`src/shared/agcpk_cfg.svh`:
```
`ifndef AGCPK_CFG_SVH
`define AGCPK_CFG_SVH

// ****************************************
// Register offsets (byte addresses)
// ****************************************
`define AGCPK_OFS_CTRL      8'h00
`define AGCPK_OFS_PERIOD    8'h04
`define AGCPK_OFS_SETTLE    8'h08
`define AGCPK_OFS_FRPERIOD  8'h0c
`define AGCPK_OFS_LIMIT_A   8'h10
`define AGCPK_OFS_LIMIT_B   8'h14
`define AGCPK_OFS_STEPS     8'h18
`define AGCPK_OFS_INTERVAL  8'h1c
`define AGCPK_OFS_GAINLIM   8'h20
`define AGCPK_OFS_GAIN      8'h24
`define AGCPK_OFS_STATUS    8'h28

// ****************************************
// Control fields
// ****************************************
`define AGCPK_CTRL_MODE     0
`define AGCPK_CTRL_FA_LO    1
`define AGCPK_CTRL_FA_HI    2
`define AGCPK_CTRL_FR       3

// ****************************************
// Event channels
// ****************************************
`define AGCPK_NCH           6
`define AGCPK_CH_AN_OVER    0
`define AGCPK_CH_AN_UNDER   1
`define AGCPK_CH_HB_OVER    2
`define AGCPK_CH_HB_HIGH    3
`define AGCPK_CH_HB_MID     4
`define AGCPK_CH_HB_LOW     5

// ****************************************
// Reset values
// ****************************************
`define AGCPK_RST_MODE      1'b1
`define AGCPK_RST_PERIOD    16'h0100
`define AGCPK_RST_SETTLE    16'h0010
`define AGCPK_RST_FRPERIOD  16'h0040
`define AGCPK_RST_LIMIT     8'h04
`define AGCPK_RST_STEP      4'h1
`define AGCPK_RST_IVL       8'h02
`define AGCPK_RST_GMAX      8'hff
`define AGCPK_RST_GMIN      8'h00
`define AGCPK_RST_GAIN      8'hff

`endif

```
`src/shared/agcpk_pkg.sv`:
```
package agcpk_pkg;

   typedef enum logic {
      AGCPK_COUNT,
      AGCPK_SETTLE
   } agcpk_phase_t;

   typedef struct packed {
      logic             mode;
      logic [1:0]       fast_attack_select;
      logic             fast_recovery_enable;
      logic [15:0]      update_period_cycles;
      logic [15:0]      settling_delay_cycles;
      logic [15:0]      fast_recovery_period;
      logic [5:0][7:0]  limit;
      logic [5:0][3:0]  step;
      logic [7:0]       mid_period_count;
      logic [7:0]       high_recovery_period_count;
      logic [7:0]       gain_max;
      logic [7:0]       gain_min;
   } agcpk_cfg_t;

   typedef struct packed {
      logic        wr;
      logic        rd;
      logic [7:0]  addr;
      logic [31:0] wdata;
   } agcpk_bus_t;

   typedef struct packed {
      agcpk_cfg_t   cfg;
      agcpk_phase_t phase;
      logic [15:0]  tmr;
      logic [15:0]  holdoff;
      logic [7:0]   gain;
      logic         gain_chg;
      logic         gain_dec;
      logic         expiry;
      logic [7:0]   ivl;
      logic [1:0]   top;
      logic [31:0]  rdata;
   } agcpk_state_t;

endpackage

```
`src/rtl/agcpk_evt_cnt.sv`:
```
`timescale 1ns/1ps
`default_nettype none
`include "agcpk_cfg.svh"

module agcpk_evt_cnt (
   input  wire logic                         clk,
   input  wire logic                         reset,
   input  wire logic [`AGCPK_NCH-1:0]        hit,
   input  wire logic [`AGCPK_NCH-1:0]        clr,
   input  wire logic [`AGCPK_NCH-1:0][7:0]   limit,
   output logic      [`AGCPK_NCH-1:0]        reached
);

   typedef struct packed {
      logic [`AGCPK_NCH-1:0][7:0] cnt;
   } agcpk_cnt_t;

   agcpk_cnt_t cnt_ff;
   agcpk_cnt_t nxt_cnt;

   // ****************************************
   // Saturating peak counters, one per threshold
   // ****************************************
   for (genvar i = 0; i < `AGCPK_NCH; i++) begin : g_ch
      assign nxt_cnt.cnt[i] = clr[i] ? 8'h00 :
                              (hit[i] && cnt_ff.cnt[i] != 8'hff) ? cnt_ff.cnt[i] + 8'h01 :
                              cnt_ff.cnt[i];
      // Flag once the peak count reaches the programmed number
      assign reached[i] = cnt_ff.cnt[i] >= limit[i];
   end

   always_ff @(posedge clk or posedge reset) begin
      if (reset) begin
         cnt_ff <= '0;
      end else begin
         cnt_ff <= nxt_cnt;
      end
   end

endmodule
`default_nettype wire

```
`src/rtl/agcpk_core.sv`:
```
// Overview of operation
// - Normal gain changes happen only when the programmable update counter expires.
// - Update interval equals settling delay plus update counter period.
// - Every expiry clears all peak event counters.
// - Analog overrange at expiry lowers gain by analog attack step.
// - Analog underrange at expiry raises gain by analog recovery step.
// - Peaks between thresholds leave the gain index unchanged.
// - Fast attack field bit 0 analog, bit 1 halfband; cleared bits defer.
// - Fast attack decrements once the count reaches its limit, repeatedly.
// - Fast recovery times the period with the fast recovery period.
// - Fast recovery below low level raises by low step each period.
// - Between low and mid level, raise by mid step after programmed periods.
// - Between mid and high level, raise by high step after high period count.
// - Recovery increments occur only at period expiry.
// - Both overranges apply analog attack step; halfband step only alone.
// - Recovery priority: halfband low, mid, high, then analog.
// - A single analog underrange applies its own recovery step; a lone halfband one does not.
// - Enough analog low threshold peaks block all recovery that period.
// - Halfband high threshold exceeded does not block analog recovery.
// - Zero winning step falls back to next active nonzero step.
// - Overrange when count reaches limit; underrange when it does not.
// - Mode one is peak detect; zero is peak and power.
//
// The address map and the plain strobed port are this design's own decisions.
`timescale 1ns/1ps
`default_nettype none
`include "agcpk_cfg.svh"

module agcpk_core (
   input  wire logic        clk,
   input  wire logic        reset,
   input  wire logic [7:0]  addr,
   input  wire logic [31:0] wr_data,
   input  wire logic        wr_en,
   input  wire logic        rd_en,
   output logic      [31:0] rd_data,
   input  wire logic        analog_over_hit,
   input  wire logic        analog_under_hit,
   input  wire logic        halfband_over_hit,
   input  wire logic        halfband_under_high_hit,
   input  wire logic        halfband_under_mid_hit,
   input  wire logic        halfband_under_low_hit,
   output logic      [7:0]  gain_index,
   output logic             gain_change,
   output logic             gain_decrease,
   output logic             update_expiry
);

   agcpk_pkg::agcpk_state_t st_ff;
   agcpk_pkg::agcpk_state_t nxt_st;
   agcpk_pkg::agcpk_bus_t   bus;

   logic [5:0]  hit;
   logic [5:0]  clr;
   logic [5:0]  reached;
   logic        expire;
   logic        over_an;
   logic        over_hb;
   logic        fast_an;
   logic        fast_hb;
   logic        gain_wr;
   logic        rec_go;
   logic        ivl_hit;
   logic [3:0]  att_step;
   logic [3:0]  rec_step;
   logic [15:0] per_sel;
   logic [1:0]  top;
   logic [3:0]  cand;
   logic [3:0][3:0] cstep;

   assign bus = '{wr: wr_en, rd: rd_en, addr: addr, wdata: wr_data};
   assign hit = {halfband_under_low_hit, halfband_under_mid_hit, halfband_under_high_hit,
                 halfband_over_hit, analog_under_hit, analog_over_hit};

   agcpk_evt_cnt u_cnt (
      .clk     (clk),
      .reset   (reset),
      .hit     (hit),
      .clr     (clr),
      .limit   (st_ff.cfg.limit),
      .reached (reached)
   );

   function automatic logic [7:0] sat_dn(input logic [7:0] g, input logic [3:0] s, input logic [7:0] lo);
      if ({1'b0, g} < {1'b0, lo} + {5'h00, s}) begin
         return lo;
      end
      return g - {4'h0, s};
   endfunction

   function automatic logic [7:0] sat_up(input logic [7:0] g, input logic [3:0] s, input logic [7:0] hi);
      if ({1'b0, g} + {5'h00, s} > {1'b0, hi}) begin
         return hi;
      end
      return g + {4'h0, s};
   endfunction

   // ****************************************
   // Decision logic
   // ****************************************
   always_comb begin
      nxt_st   = st_ff;
      nxt_st.gain_chg = 1'b0;
      nxt_st.gain_dec = 1'b0;
      nxt_st.expiry   = 1'b0;
      nxt_st.rdata    = 32'h0000_0000;
      clr      = 6'h00;
      gain_wr  = bus.wr && bus.addr == `AGCPK_OFS_GAIN;

      // Period source swaps under fast recovery
      per_sel = st_ff.cfg.fast_recovery_enable ? st_ff.cfg.fast_recovery_period
                                               : st_ff.cfg.update_period_cycles;
      if (per_sel == 16'h0000) begin
         per_sel = 16'h0001;
      end
      expire = st_ff.phase == agcpk_pkg::AGCPK_COUNT && st_ff.tmr >= per_sel - 16'h0001;

      // Timer: counting phase then settling phase
      nxt_st.tmr = st_ff.tmr + 16'h0001;
      if (expire) begin
         nxt_st.tmr = 16'h0000;
         if (st_ff.cfg.settling_delay_cycles != 16'h0000) begin
            nxt_st.phase = agcpk_pkg::AGCPK_SETTLE;
         end
      end else if (st_ff.phase == agcpk_pkg::AGCPK_SETTLE &&
                   st_ff.tmr >= st_ff.cfg.settling_delay_cycles - 16'h0001) begin
         nxt_st.tmr   = 16'h0000;
         nxt_st.phase = agcpk_pkg::AGCPK_COUNT;
      end
      if (st_ff.holdoff != 16'h0000) begin
         nxt_st.holdoff = st_ff.holdoff - 16'h0001;
      end

      over_an = reached[`AGCPK_CH_AN_OVER];
      over_hb = reached[`AGCPK_CH_HB_OVER];
      fast_an = st_ff.cfg.fast_attack_select[0] && over_an;
      fast_hb = st_ff.cfg.fast_attack_select[1] && over_hb;

      // Underrange level ranking; halfband low and mid exist only in fast recovery
      if (st_ff.cfg.fast_recovery_enable && !reached[`AGCPK_CH_HB_LOW]) begin
         top = 2'd3;
      end else if (st_ff.cfg.fast_recovery_enable && !reached[`AGCPK_CH_HB_MID]) begin
         top = 2'd2;
      end else if (!reached[`AGCPK_CH_HB_HIGH]) begin
         top = 2'd1;
      end else begin
         top = 2'd0;
      end
      ivl_hit = (top == 2'd2) ? ({1'b0, st_ff.ivl} + 9'h001 >= {1'b0, st_ff.cfg.mid_period_count})
                              : ({1'b0, st_ff.ivl} + 9'h001 >= {1'b0, st_ff.cfg.high_recovery_period_count});

      // Candidates in priority order: low, mid, high, analog
      cand[0] = top == 2'd3;
      cand[1] = top >= 2'd2 && (top != 2'd2 || ivl_hit);
      cand[2] = top >= 2'd1 && (top != 2'd1 || !st_ff.cfg.fast_recovery_enable || ivl_hit);
      cand[3] = !reached[`AGCPK_CH_AN_UNDER];
      cstep[0] = st_ff.cfg.step[`AGCPK_CH_HB_LOW];
      cstep[1] = st_ff.cfg.step[`AGCPK_CH_HB_MID];
      cstep[2] = st_ff.cfg.step[`AGCPK_CH_HB_HIGH];
      cstep[3] = st_ff.cfg.step[`AGCPK_CH_AN_UNDER];
      rec_step = 4'h0;
      for (int i = 3; i >= 0; i--) begin
         if (cand[i] && cstep[i] != 4'h0) begin
            rec_step = cstep[i];
         end
      end

      att_step = over_an ? st_ff.cfg.step[`AGCPK_CH_AN_OVER]
                         : st_ff.cfg.step[`AGCPK_CH_HB_OVER];
      rec_go   = expire && st_ff.cfg.mode && !over_an && !over_hb &&
                 !reached[`AGCPK_CH_AN_UNDER] && rec_step != 4'h0;

      if (expire) begin
         clr = 6'h3f;
         nxt_st.expiry = 1'b1;
         if (over_an || over_hb) begin
            nxt_st.gain     = sat_dn(st_ff.gain, att_step, st_ff.cfg.gain_min);
            nxt_st.gain_chg = 1'b1;
            nxt_st.gain_dec = 1'b1;
            nxt_st.holdoff  = st_ff.cfg.settling_delay_cycles;
         end else if (rec_go) begin
            nxt_st.gain     = sat_up(st_ff.gain, rec_step, st_ff.cfg.gain_max);
            nxt_st.gain_chg = 1'b1;
         end
         // Interval count runs while the same level persists
         nxt_st.top = top;
         if (top == 2'd0 || top != st_ff.top || rec_go) begin
            nxt_st.ivl = 8'h00;
         end else if (st_ff.ivl != 8'hff) begin
            nxt_st.ivl = st_ff.ivl + 8'h01;
         end
      end else if ((fast_an || fast_hb) && st_ff.holdoff == 16'h0000) begin
         // Immediate attack, then rearm the firing detector, plus the halfband one on an analog attack
         nxt_st.gain     = sat_dn(st_ff.gain, att_step, st_ff.cfg.gain_min);
         nxt_st.gain_chg = 1'b1;
         nxt_st.gain_dec = 1'b1;
         nxt_st.holdoff  = st_ff.cfg.settling_delay_cycles;
         clr[`AGCPK_CH_AN_OVER] = fast_an;
         clr[`AGCPK_CH_HB_OVER] = fast_an || fast_hb;
      end

      // ****************************************
      // Register writes
      // ****************************************
      if (bus.wr) begin
         if (bus.addr == `AGCPK_OFS_CTRL) begin
            nxt_st.cfg.mode                 = bus.wdata[`AGCPK_CTRL_MODE];
            nxt_st.cfg.fast_attack_select   = bus.wdata[`AGCPK_CTRL_FA_HI:`AGCPK_CTRL_FA_LO];
            nxt_st.cfg.fast_recovery_enable = bus.wdata[`AGCPK_CTRL_FR];
         end else if (bus.addr == `AGCPK_OFS_PERIOD) begin
            nxt_st.cfg.update_period_cycles = bus.wdata[15:0];
         end else if (bus.addr == `AGCPK_OFS_SETTLE) begin
            nxt_st.cfg.settling_delay_cycles = bus.wdata[15:0];
         end else if (bus.addr == `AGCPK_OFS_FRPERIOD) begin
            nxt_st.cfg.fast_recovery_period = bus.wdata[15:0];
         end else if (bus.addr == `AGCPK_OFS_LIMIT_A) begin
            nxt_st.cfg.limit[3:0] = bus.wdata;
         end else if (bus.addr == `AGCPK_OFS_LIMIT_B) begin
            nxt_st.cfg.limit[5:4] = bus.wdata[15:0];
         end else if (bus.addr == `AGCPK_OFS_STEPS) begin
            nxt_st.cfg.step = bus.wdata[23:0];
         end else if (bus.addr == `AGCPK_OFS_INTERVAL) begin
            nxt_st.cfg.mid_period_count           = bus.wdata[7:0];
            nxt_st.cfg.high_recovery_period_count = bus.wdata[15:8];
         end else if (bus.addr == `AGCPK_OFS_GAINLIM) begin
            nxt_st.cfg.gain_max = bus.wdata[7:0];
            nxt_st.cfg.gain_min = bus.wdata[15:8];
         end else if (gain_wr) begin
            // Software load overrides any change in the same cycle
            nxt_st.gain     = bus.wdata[7:0];
            nxt_st.gain_chg = 1'b0;
            nxt_st.gain_dec = 1'b0;
         end
      end

      // ****************************************
      // Register reads, data valid next cycle only
      // ****************************************
      if (bus.rd) begin
         if (bus.addr == `AGCPK_OFS_CTRL) begin
            nxt_st.rdata = {28'h0, st_ff.cfg.fast_recovery_enable, st_ff.cfg.fast_attack_select,
                            st_ff.cfg.mode};
         end else if (bus.addr == `AGCPK_OFS_PERIOD) begin
            nxt_st.rdata = {16'h0, st_ff.cfg.update_period_cycles};
         end else if (bus.addr == `AGCPK_OFS_SETTLE) begin
            nxt_st.rdata = {16'h0, st_ff.cfg.settling_delay_cycles};
         end else if (bus.addr == `AGCPK_OFS_FRPERIOD) begin
            nxt_st.rdata = {16'h0, st_ff.cfg.fast_recovery_period};
         end else if (bus.addr == `AGCPK_OFS_LIMIT_A) begin
            nxt_st.rdata = st_ff.cfg.limit[3:0];
         end else if (bus.addr == `AGCPK_OFS_LIMIT_B) begin
            nxt_st.rdata = {16'h0, st_ff.cfg.limit[5:4]};
         end else if (bus.addr == `AGCPK_OFS_STEPS) begin
            nxt_st.rdata = {8'h0, st_ff.cfg.step};
         end else if (bus.addr == `AGCPK_OFS_INTERVAL) begin
            nxt_st.rdata = {16'h0, st_ff.cfg.high_recovery_period_count, st_ff.cfg.mid_period_count};
         end else if (bus.addr == `AGCPK_OFS_GAINLIM) begin
            nxt_st.rdata = {16'h0, st_ff.cfg.gain_min, st_ff.cfg.gain_max};
         end else if (bus.addr == `AGCPK_OFS_GAIN) begin
            nxt_st.rdata = {24'h0, st_ff.gain};
         end else if (bus.addr == `AGCPK_OFS_STATUS) begin
            nxt_st.rdata = {14'h0, st_ff.top, st_ff.ivl, 1'b0, st_ff.phase, reached};
         end
      end
   end

   always_ff @(posedge clk or posedge reset) begin
      if (reset) begin
         st_ff <= '0;
         st_ff.cfg.mode                       <= `AGCPK_RST_MODE;
         st_ff.cfg.update_period_cycles       <= `AGCPK_RST_PERIOD;
         st_ff.cfg.settling_delay_cycles      <= `AGCPK_RST_SETTLE;
         st_ff.cfg.fast_recovery_period       <= `AGCPK_RST_FRPERIOD;
         st_ff.cfg.limit                      <= {6{`AGCPK_RST_LIMIT}};
         st_ff.cfg.step                       <= {6{`AGCPK_RST_STEP}};
         st_ff.cfg.mid_period_count           <= `AGCPK_RST_IVL;
         st_ff.cfg.high_recovery_period_count <= `AGCPK_RST_IVL;
         st_ff.cfg.gain_max                   <= `AGCPK_RST_GMAX;
         st_ff.cfg.gain_min                   <= `AGCPK_RST_GMIN;
         st_ff.gain                           <= `AGCPK_RST_GAIN;
      end else begin
         st_ff <= nxt_st;
      end
   end

   assign rd_data       = st_ff.rdata;
   assign gain_index    = st_ff.gain;
   assign gain_change   = st_ff.gain_chg;
   assign gain_decrease = st_ff.gain_dec;
   assign update_expiry = st_ff.expiry;

   // Gap between expiries, invalidated by any write
   logic [17:0] gap_ff;
   logic        gap_ok_ff;
   always_ff @(posedge clk or posedge reset) begin
      if (reset) begin
         gap_ff    <= 18'h00000;
         gap_ok_ff <= 1'b0;
      end else begin
         gap_ff    <= expire ? 18'h00001 : gap_ff + 18'h00001;
         gap_ok_ff <= wr_en ? 1'b0 : (expire ? 1'b1 : gap_ok_ff);
      end
   end
endmodule
`default_nettype wire

```
`config.mk`:
```
export PLATFORM = sky130hd
export DESIGN_NAME = agcpk_core
export DESIGN_NICKNAME = d
export VERILOG_FILES = /design/src/shared/agcpk_pkg.sv /design/src/rtl/agcpk_evt_cnt.sv /design/src/rtl/agcpk_core.sv
export VERILOG_INCLUDE_DIRS = /design/src /design/src/shared
export SDC_FILE = /design/constraint.sdc
export NUM_CORES = 1
export LEC_CHECK = 0
export ABC_AREA = 1
export BUFFER_PORTS_ARGS = -buffer_cell sky130_fd_sc_hd__buf_4
export CAP_MARGIN = 10
export CORE_MARGIN = 1
export CORE_UTILIZATION = 60
export DETAILED_ROUTE_END_ITERATION = 8
export MAX_ROUTING_LAYER = met4
export PLACE_DENSITY = 0.85
export REMOVE_ABC_BUFFERS = 1
export SYNTH_ARGS = -nofsm -noshare
export SYNTH_HDL_FRONTEND = slang
export SYNTH_SLANG_ARGS = --single-unit
```
`constraint.sdc`:
```
create_clock -name clk -period 13 [get_ports clk]
set_input_delay 1.3 -clock clk [delete_from_list [all_inputs] [get_ports clk]]
set_output_delay 1.3 -clock clk [all_outputs]
set_load 0.02 [all_outputs]
```
Yosys cells after proc, flatten, opt, wreduce, memory -nomap -nowiden
Index checks and enable logic that the tools add are counted.
Operators by class
  multiplexer cells: 79
  $lt $le $gt $ge: 14
  $add $sub $neg: 16
  multipliers: 0
  div/mod/pow operators: 0
  shift-type cells: 0
  reductions and logical operators: 68
  bitwise logic cells: 9
  equal/unequal tests: 23
Operators with widths (number)
  $mux W32: 6
  $mux W8: 19
  $mux W10: 11
  $mux W18: 4
  $mux W16: 4
  $add A8 B1 Y8 const B: 7
  $ne A8 B8 Y1 const B: 7
  $mux W26: 2
  $ge A8 B8 Y1: 6
  $mux W24: 2
  $sub A16 B1 Y16 const B: 3
  $mux W17: 2
  $eq A8 B5 Y1 const B: 4
  $ge A16 B16 Y1: 2
  $logic_not A16 Y1: 2
  $reduce_bool A16 Y1: 2
  $logic_and A1 B1 Y1: 25
  $eq A8 B6 Y1 const B: 3
  $mux W4: 5
  $reduce_bool A4 Y1: 5
  $add A8 B4 Y9: 2
  $ge A9 B8 Y1: 2
  $mux W1: 18
  $mux W9: 2
  other kinds (32): 64
Word-level totals
  memory bits (read-only): 0
  memories kept: 0
  latch bits: 0
  register bits after elaboration: 290
  bits in writable memories: 0
  input bits: 50
  output and inout port bits: 43
  word-level logic and storage cells: 247

Longest topological paths before layout
Gate-level depths: netlist of run 1.
  depth after elaboration: 34
  mapped depth: 39
  gate-level depth less buffers: 38

By module
From an unflattened synthesis of run 1, not the netlist that was laid out.
Unflattened totals
  cells, all modules: 2468
  area, all modules: 18750.5 um2
Modules (own cells, without submodules)
  agcpk_core: times used 1, cells each 1860, sequential area each 6098.3 um2, area an instance 14592.7 um2
  agcpk_evt_cnt: times used 1, cells each 608, sequential area each 1201.2 um2, area an instance 4157.7 um2

Least setup slack after synthesis of run 1
No wires, ideal clock.
  kind: reg-to-reg
  from: register st_ff[36] (netlist bit)
  to: register st_ff (netlist bit gain_index[5])
  stages on the path, launching flop included: 40
  arrival: 5.204 ns
  period minus slack after synthesis: 5.277 ns
  path slack: 7.723 ns
  path through: dfrtp_1 -> inv_1 -> nor3_1 -> nand3_1 -> nor2_1 -> nand2_1 -> xor2_1 -> inv_1 -> ha_1 -> nand4_1 -> o21ai_0 -> nor2_1 -> nand2_1 -> nor2_1 -> nand2_4 -> nand3_2 -> nand2_1 -> nand3_1 -> [... 4 more ...] -> fa_1 -> o21ai_0 -> xor2_1 -> inv_1 -> ha_1 -> nand2_1 -> nor3_1 -> nor2_1 -> o21ai_0 -> a21oi_1 -> o21ai_1 -> clkbuf_1 -> nand2_1 -> o21ai_0 -> nand3_1 -> nand3_1 -> nand2_1 -> a21oi_1
RTL lines
  from (decl): line agcpk_core.sv:49  | agcpk_pkg::agcpk_state_t st_ff;
  from (signal assigned): line agcpk_core.sv:282  | st_ff <= nxt_st;

==> impl_metrics.env, run 1 <==
export IMPL_status="finished clean"
export IMPL_stdcell_area_um2=19900
export IMPL_dieHeight_um=176
export IMPL_cts_setup_buffers=0
export IMPL_wire_per_inst_um=19.8
export IMPL_synth_edf_count=0
export IMPL_post_route_util_pct=67.0
export IMPL_ioPinCount=93
export IMPL_drtPass1Iterations=6
export IMPL_synthArstFlopShare_pct=100
export IMPL_crit_path_max_fanout=16
export IMPL_max_cap_violations=0
export IMPL_syn_inst=2285
export IMPL_cp_end_kind="register"
export IMPL_setup_tns_final_ns=0
export IMPL_p_leak_nw=9.76
export IMPL_fp_coreArea_um2=29700
export IMPL_irDropWorstVdd_v=0.0000896
export IMPL_drtAntennaViolNets=0
export IMPL_final_setup_viol_count=0
export IMPL_p_int_mw=2.05
export IMPL_crit_path_start_kind="register"
export IMPL_antenna_diode_count=0
export IMPL_grt_antenna_before_repair=1
export IMPL_drtIter0Drc=1802
export IMPL_grtUsageTotal_pct=36.5
export IMPL_synth_top_flop_cell="dfrtp_1"
export IMPL_rows=63
export IMPL_cts_resized_gates=0
export IMPL_switchingPower_mw=1.35
export IMPL_worst_pin_slew_ns=1.16
export IMPL_clockPowerShare_pct=27.3
export IMPL_cts_root_buf="clkbuf_16"
export IMPL_yosys_warnings=0
export IMPL_wirelength_um=54100
export IMPL_io_buffers=92
export IMPL_die_w_um=176
export IMPL_clk_pin_slew_ns=0.06
export IMPL_skew_ns=0.0249
export IMPL_max_freq_ghz=0.148
export IMPL_area_delta_synth_final_pct=9.70
export IMPL_final_hold_viol_count=0
export IMPL_min_path_type="register to register"
export IMPL_min_period_over_period_pct=51.9
export IMPL_grt_pass1_vias=15800
export IMPL_cts_hold_buf=0
export IMPL_combPwrFrac_pct=36.9
export IMPL_globalRouteOverflowTotal=0
export IMPL_cp_arrival_ns=7.18
export IMPL_clk_path_buf_depth=3
export IMPL_fin_cells=2733
export IMPL_yosysSeqAreaShare_pct=40.2
export IMPL_dp_cells=2672
export IMPL_cts_tree="built"
export IMPL_period_needed_ns=6.74
export IMPL_swShare_pct=39.7
export IMPL_syn_area_um2=18200
export IMPL_clock_latency_ns=0.53
export IMPL_grt_max_degree=142
export IMPL_grt_pass1_wl_um=85000
export IMPL_layout_nets=2505
export IMPL_avgViaCountPerCell=5.97
export IMPL_required_ns=13.44
export IMPL_ys_top_cells_by_area="dfrtp_1 (35%), nand2_1 (9.6%), ha_1 (9.2%)"
export IMPL_die_area_um2=31000
export IMPL_clkSinkCount=290
export IMPL_crit_type="register to register"
export IMPL_gp_congestion=0.981
export IMPL_power_density_nw_per_um2=171
export IMPL_drive_gt1_share_pct=10.8
export IMPL_syn_area_per_cell_um2=7.95
export IMPL_hpwl_um=39500
export IMPL_cpPeakStageDelay_ns=0.77
export IMPL_initial_utilization_pct=61.1
export IMPL_report_final_slew_viol_count=0
export IMPL_drcViolationCount=0
export IMPL_synth_distinct_cells=64
export IMPL_synth_top_area_share_pct=35.3
export IMPL_seq_power_share_pct=35.7
export IMPL_slowest_stage="o21ai_1"
export IMPL_ys_ff_latch=290
export IMPL_fin_hold_ws_ns=0.484
export IMPL_numCtsBuffers=34
export IMPL_dr_total_vias=16300
export IMPL_yosysTopAreaCell="dfrtp_1"
export IMPL_placed_cell_area_um2=18800
export IMPL_rsz0062_at_grt="no"
export IMPL_crit_top_cell="nand2_1"
export IMPL_htreeDepth=2
export IMPL_slew_headroom_pct=22.8
path summary, 6_finish.rpt:
kind                       slack [ns]  cells after the start                 endpoint              startpoint
min reg2reg                      0.48                      2   st_ff[175]$_DFFE_PP0P_  st_ff[175]$_DFFE_PP0P_
max                              6.26                     38  gain_index[3]$_DFF_PP1_   st_ff[34]$_DFFE_PP0P_
max in group asynchronous       10.38                      3   st_ff[165]$_DFFE_PP0P_                   reset
max reg2reg                      6.26                     38  gain_index[3]$_DFF_PP1_   st_ff[34]$_DFFE_PP0P_
min in group asynchronous        0.93                      2    rd_data[15]$_DFF_PP0_                   reset
min                              0.48                      2   st_ff[175]$_DFFE_PP0P_  st_ff[175]$_DFFE_PP0P_
critical path, delay by kind of cell (launching register included):
kind	cells	cell delay, ns
compound gates	7	1.72
simple gates	21	2.64
xor+xnor	2	0.34
buf+inv	4	0.31
flops	1	0.46
fa+ha+maj	4	1.19
layer usage:
| layer | GRT usage, % | up-vias | part of all wire [%] |
|---|---|---|---|
| met4 | 15.5 | 0 | 4.4 |
| met3 | 6.35 | 172 | 9.4 |
| met1 | 46.5 | 7789 | 39 |
| li1 | - | 7549 | - |
| met2 | 57.5 | 810 | 47 |
| met5 | - | - | 0 |
sequential cells by signal, indices dropped and copies added (netlist names):
register and count:
gain_decrease 1, st_ff 183, u_cnt.cnt_ff 48, cstep 16, gain_change 1, update_expiry 1, gain_index 8, rd_data 32
through the flow:
step | power (mW) | worst slack [ns]
final | 3.40 | 6.26
after global routing | 3.62 | 5.69
after CTS | 3.39 | 6.42
after detailed placement | 2.45 | 6.46
after global placement | 2.39 | 6.72
after floorplan | 2.08 | 3.75
power groups by stage:
| stage | clock (mW) | combinational, mW | sequential [mW] |
|---|---|---|---|
| 6_report | 0.930 | 1.26 | 1.22 |
| 3_3_place_gp | 0 | 1.18 | 1.22 |
| 3_5_place_dp | 0 | 1.23 | 1.22 |
| 5_1_grt | 0.971 | 1.42 | 1.23 |
| 4_1_cts | 0.933 | 1.24 | 1.21 |
| 2_1_floorplan | 0 | 0.892 | 1.19 |
final cells by class:
cell class	instances	area (um^2)
Tap cell	390	488
Sequential cell	290	7300
Multi-Input combinational cell	1582	9140
Clock buffer	47	950
Fill cell	2415	9800
Timing Repair Buffer	100	751
Inverter	310	1170
Clock inverter	14	123
synth_stat cells, drive strengths merged, types with 2 or more instances:
| master | instances |
|---|---|
| a21o | 3 |
| o21ai | 242 |
| o21bai | 2 |
| ha | 134 |
| o2111ai | 18 |
| inv | 306 |
| nand3 | 81 |
| buf | 50 |
| or2 | 9 |
| nor3b | 8 |
| nand2 | 474 |
| a31oi | 9 |
| mux2i | 7 |
| xor2 | 78 |
| clkbuf | 53 |
| nand4 | 34 |
| and2 | 5 |
| nor3 | 51 |
| o22ai | 11 |
| o211ai | 11 |
| nor4 | 8 |
| a21oi | 124 |
| dfrtp | 256 |
| a21boi | 2 |
| fa | 3 |
| dfstp | 34 |
| nor2 | 208 |
| nand3b | 4 |
| o21a | 5 |
| o221ai | 11 |
| xnor2 | 15 |
| a22oi | 5 |
| a211oi | 6 |
| clkinv | 4 |
| a221oi | 8 |
cells in the final DEF, fill, tap and decap left out, types with 15 or more instances in the layout:
cell / n
nand2_1: 462
dfrtp_1: 256
buf_4: 100
dfstp_2: 34
xnor2_1: 15
xor2_1: 78
inv_1: 296
a21oi_1: 122
nor2_1: 201
nor3_1: 50
clkbuf_16: 34
o2111ai_1: 18
ha_1: 134
nand3_1: 74
o21ai_0: 226
nand4_1: 32
logic make-up after synthesis:
| group | Yosys count | share of synthesized area (%) |
|---|---|---|
| compound gates | 460 | 14.5 |
| xor+xnor | 93 | 4.49 |
| fa+ha+maj | 137 | 9.56 |
| buf+inv | 413 | 9.50 |
| flops | 290 | 40.2 |
| mux | 8 | 0.448 |
| simple gates | 884 | 21.3 |
Note: power is estimated with default switching activity, not from simulation.
==> run 2, diff against run 1 <==
==> constraint.sdc (replaced) <==
create_clock -name clk -period 6.5 [get_ports clk]
set_input_delay 0.65 -clock clk [delete_from_list [all_inputs] [get_ports clk]]
set_output_delay 0.65 -clock clk [all_outputs]
set_load 0.02 [all_outputs]
==> run 2 against run 1 <==
- non-clock buffer count increased by 3
- count of clock-buffer cells in the layout decreased by 3
- sequential power increased by 99%
- via count decreased by 0.98%
- largest cell class unchanged
==> impl_metrics.env, run 2 (same netlist as run 1, synthesis figures left out) <==
export IMPL_status="finished clean"
export IMPL_fill_cells=2370
export IMPL_report_final_slew_viol_count=0
export IMPL_cpPeakStageDelay_ns=0.79
export IMPL_layout_common_cells="nand2_1 (462), inv_1 (296), dfrtp_1 (256)"
export IMPL_slowest_stage="a21oi_1"
export IMPL_clk_path_buf_depth=3
export IMPL_cp_arrival_ns=6.43
export IMPL_worstPathCellList="inv_1, ha_1, nand2_1, inv_1, nand4_1, o2111ai_1, o21ai_0, inv_1, fa_1, o21ai_0, nand2_1, o21ai_0, nand2_1, ha_1, nand3_1, nand2_1, o21ai_0, a21oi_1, o21ai_0, o21ai_0, nand2_1, inv_1, nand2_1, a21oi_1"
export IMPL_die_area_um2=31000
export IMPL_cts_tree="built"
export IMPL_drcViolationCount=0
export IMPL_grt_max_degree=176
export IMPL_min_period_over_period_pct=91.0
export IMPL_dr_total_vias=16200
export IMPL_largest_reg_flops=183
export IMPL_power_density_nw_per_um2=343
export IMPL_post_route_util_pct=67.2
export IMPL_cp_end_kind="register"
export IMPL_period_needed_ns=5.91
export IMPL_drtIter0Drc=2062
export IMPL_clk_pin_slew_ns=0.06
export IMPL_grt_antenna_before_repair=2
export IMPL_die_w_um=176
export IMPL_cts_root_buf="clkbuf_16"
export IMPL_hpwl_um=38300
export IMPL_grtUsageTotal_pct=35.7
export IMPL_max_cap_violations=0
export IMPL_ff2ff_setup_slack_ns=0.59
export IMPL_required_ns=7.01
export IMPL_layout_nets=2505
export IMPL_finalPower_mw=6.85
export IMPL_min_path_type="primary input to asynchronous set/reset pin"
export IMPL_cts_hold_buf=0
export IMPL_max_freq_ghz=0.169
export IMPL_initial_utilization_pct=61.1
export IMPL_wirelength_um=53000
export IMPL_dieHeight_um=176
export IMPL_grt_pass1_vias=15800
export IMPL_slew_headroom_pct=17.1
export IMPL_fp_coreArea_um2=29700
export IMPL_irDropWorstVdd_v=0.000287
export IMPL_numCtsBuffers=31
export IMPL_cts_resized_gates=0
export IMPL_gp_congestion=1.03
export IMPL_drive_gt1_share_pct=11.0
export IMPL_globalRouteOverflowTotal=0
export IMPL_drtPass1Iterations=6
export IMPL_io_buffers=92
export IMPL_clock_latency_ns=0.58
export IMPL_p_leak_nw=9.80
export IMPL_skew_ns=0.00993
export IMPL_rows=63
export IMPL_crit_path_max_fanout=16
export IMPL_placed_cell_area_um2=18900
export IMPL_wire_per_inst_um=19.4
export IMPL_crit_type="register to register"
export IMPL_area_delta_synth_final_pct=10.0
export IMPL_drtAntennaViolNets=0
export IMPL_crit_path_start_kind="register"
export IMPL_rsz0062_at_grt="no"
export IMPL_top_register="st_ff"
export IMPL_ioPinCount=93
export IMPL_cts_setup_buffers=0
export IMPL_avgViaCountPerCell=5.91
export IMPL_stdcell_area_um2=20000
export IMPL_worst_pin_slew_ns=1.24
export IMPL_seq_area_um2=7300
export IMPL_final_setup_viol_count=0
export IMPL_htreeDepth=1
export IMPL_clkSinkCount=290
export IMPL_layout_commonest_cell="nand2_1"
export IMPL_multiInputGateArea_um2=9140
export IMPL_final_hold_viol_count=0
export IMPL_grt_pass1_wl_um=83600
run 2: cell type report:
class | count | share of cell area (%)
clock inverter | 14 | 0.858
antenna | 1 | 0.0125
multi-input combinational | 1582 | 45.7
tap | 390 | 2.44
timing repair buffer | 103 | 3.93
clock buffer | 44 | 4.63
sequential | 290 | 36.5
inverter | 310 | 5.87
run 2: critical path, delay by kind of cell, from the launching register on:
family | cells | cell delay [ns]
compound gates | 9 | 3.26
simple gates | 8 | 0.63
buf+inv | 4 | 0.35
fa+ha+maj | 3 | 1.05
flops | 1 | 0.55
run 2: metrics by stage:
step | worst slack, ns | std cells | setup TNS, ns | hold slack [ns]
global route | 0.0776 | 2734 | 0 | 0.310
global placement | 0.919 | 2675 | 0 | 0.466
floorplan | -2.10 | 2182 | -537.46 | 0.453
CTS | 0.765 | 2733 | 0 | 0.282
finish | 0.587 | 2734 | 0 | 0.237
detailed placement | 0.797 | 2675 | 0 | 0.473
run 2: power by group:
group	switching [mW]	internal (mW)	leakage [nW]
Clock	0.773	1.11	0.549
Sequential	0.335	2.10	3.76
Combinational	1.59	0.943	5.49
Total	2.70	4.15	9.80
run 2: metal layers:
metal	wire length (um)	GRT usage (%)	vias to the layer above
met1	20900	44.3	7623
li1	-	-	7550
met2	24200	55.6	781
met3	4940	7.11	206
met5	0	-	-
met4	2950	17.9	0
run 2: path summary, 6_finish.rpt:
path                       depth (start not counted)                       to              startpoint
min in group clk                                   3   st_ff[167]$_DFFE_PP0P_             wr_data[25]
max reg2reg                                       24  gain_index[4]$_DFF_PP1_  st_ff[144]$_DFFE_PP1P_
min reg2reg                                        2   st_ff[151]$_DFFE_PP0P_  st_ff[151]$_DFFE_PP0P_
max in group asynchronous                          3   st_ff[206]$_DFFE_PP0P_                   reset
min                                                2    rd_data[15]$_DFF_PP0_                   reset
max                                               24  gain_index[4]$_DFF_PP1_  st_ff[144]$_DFFE_PP1P_
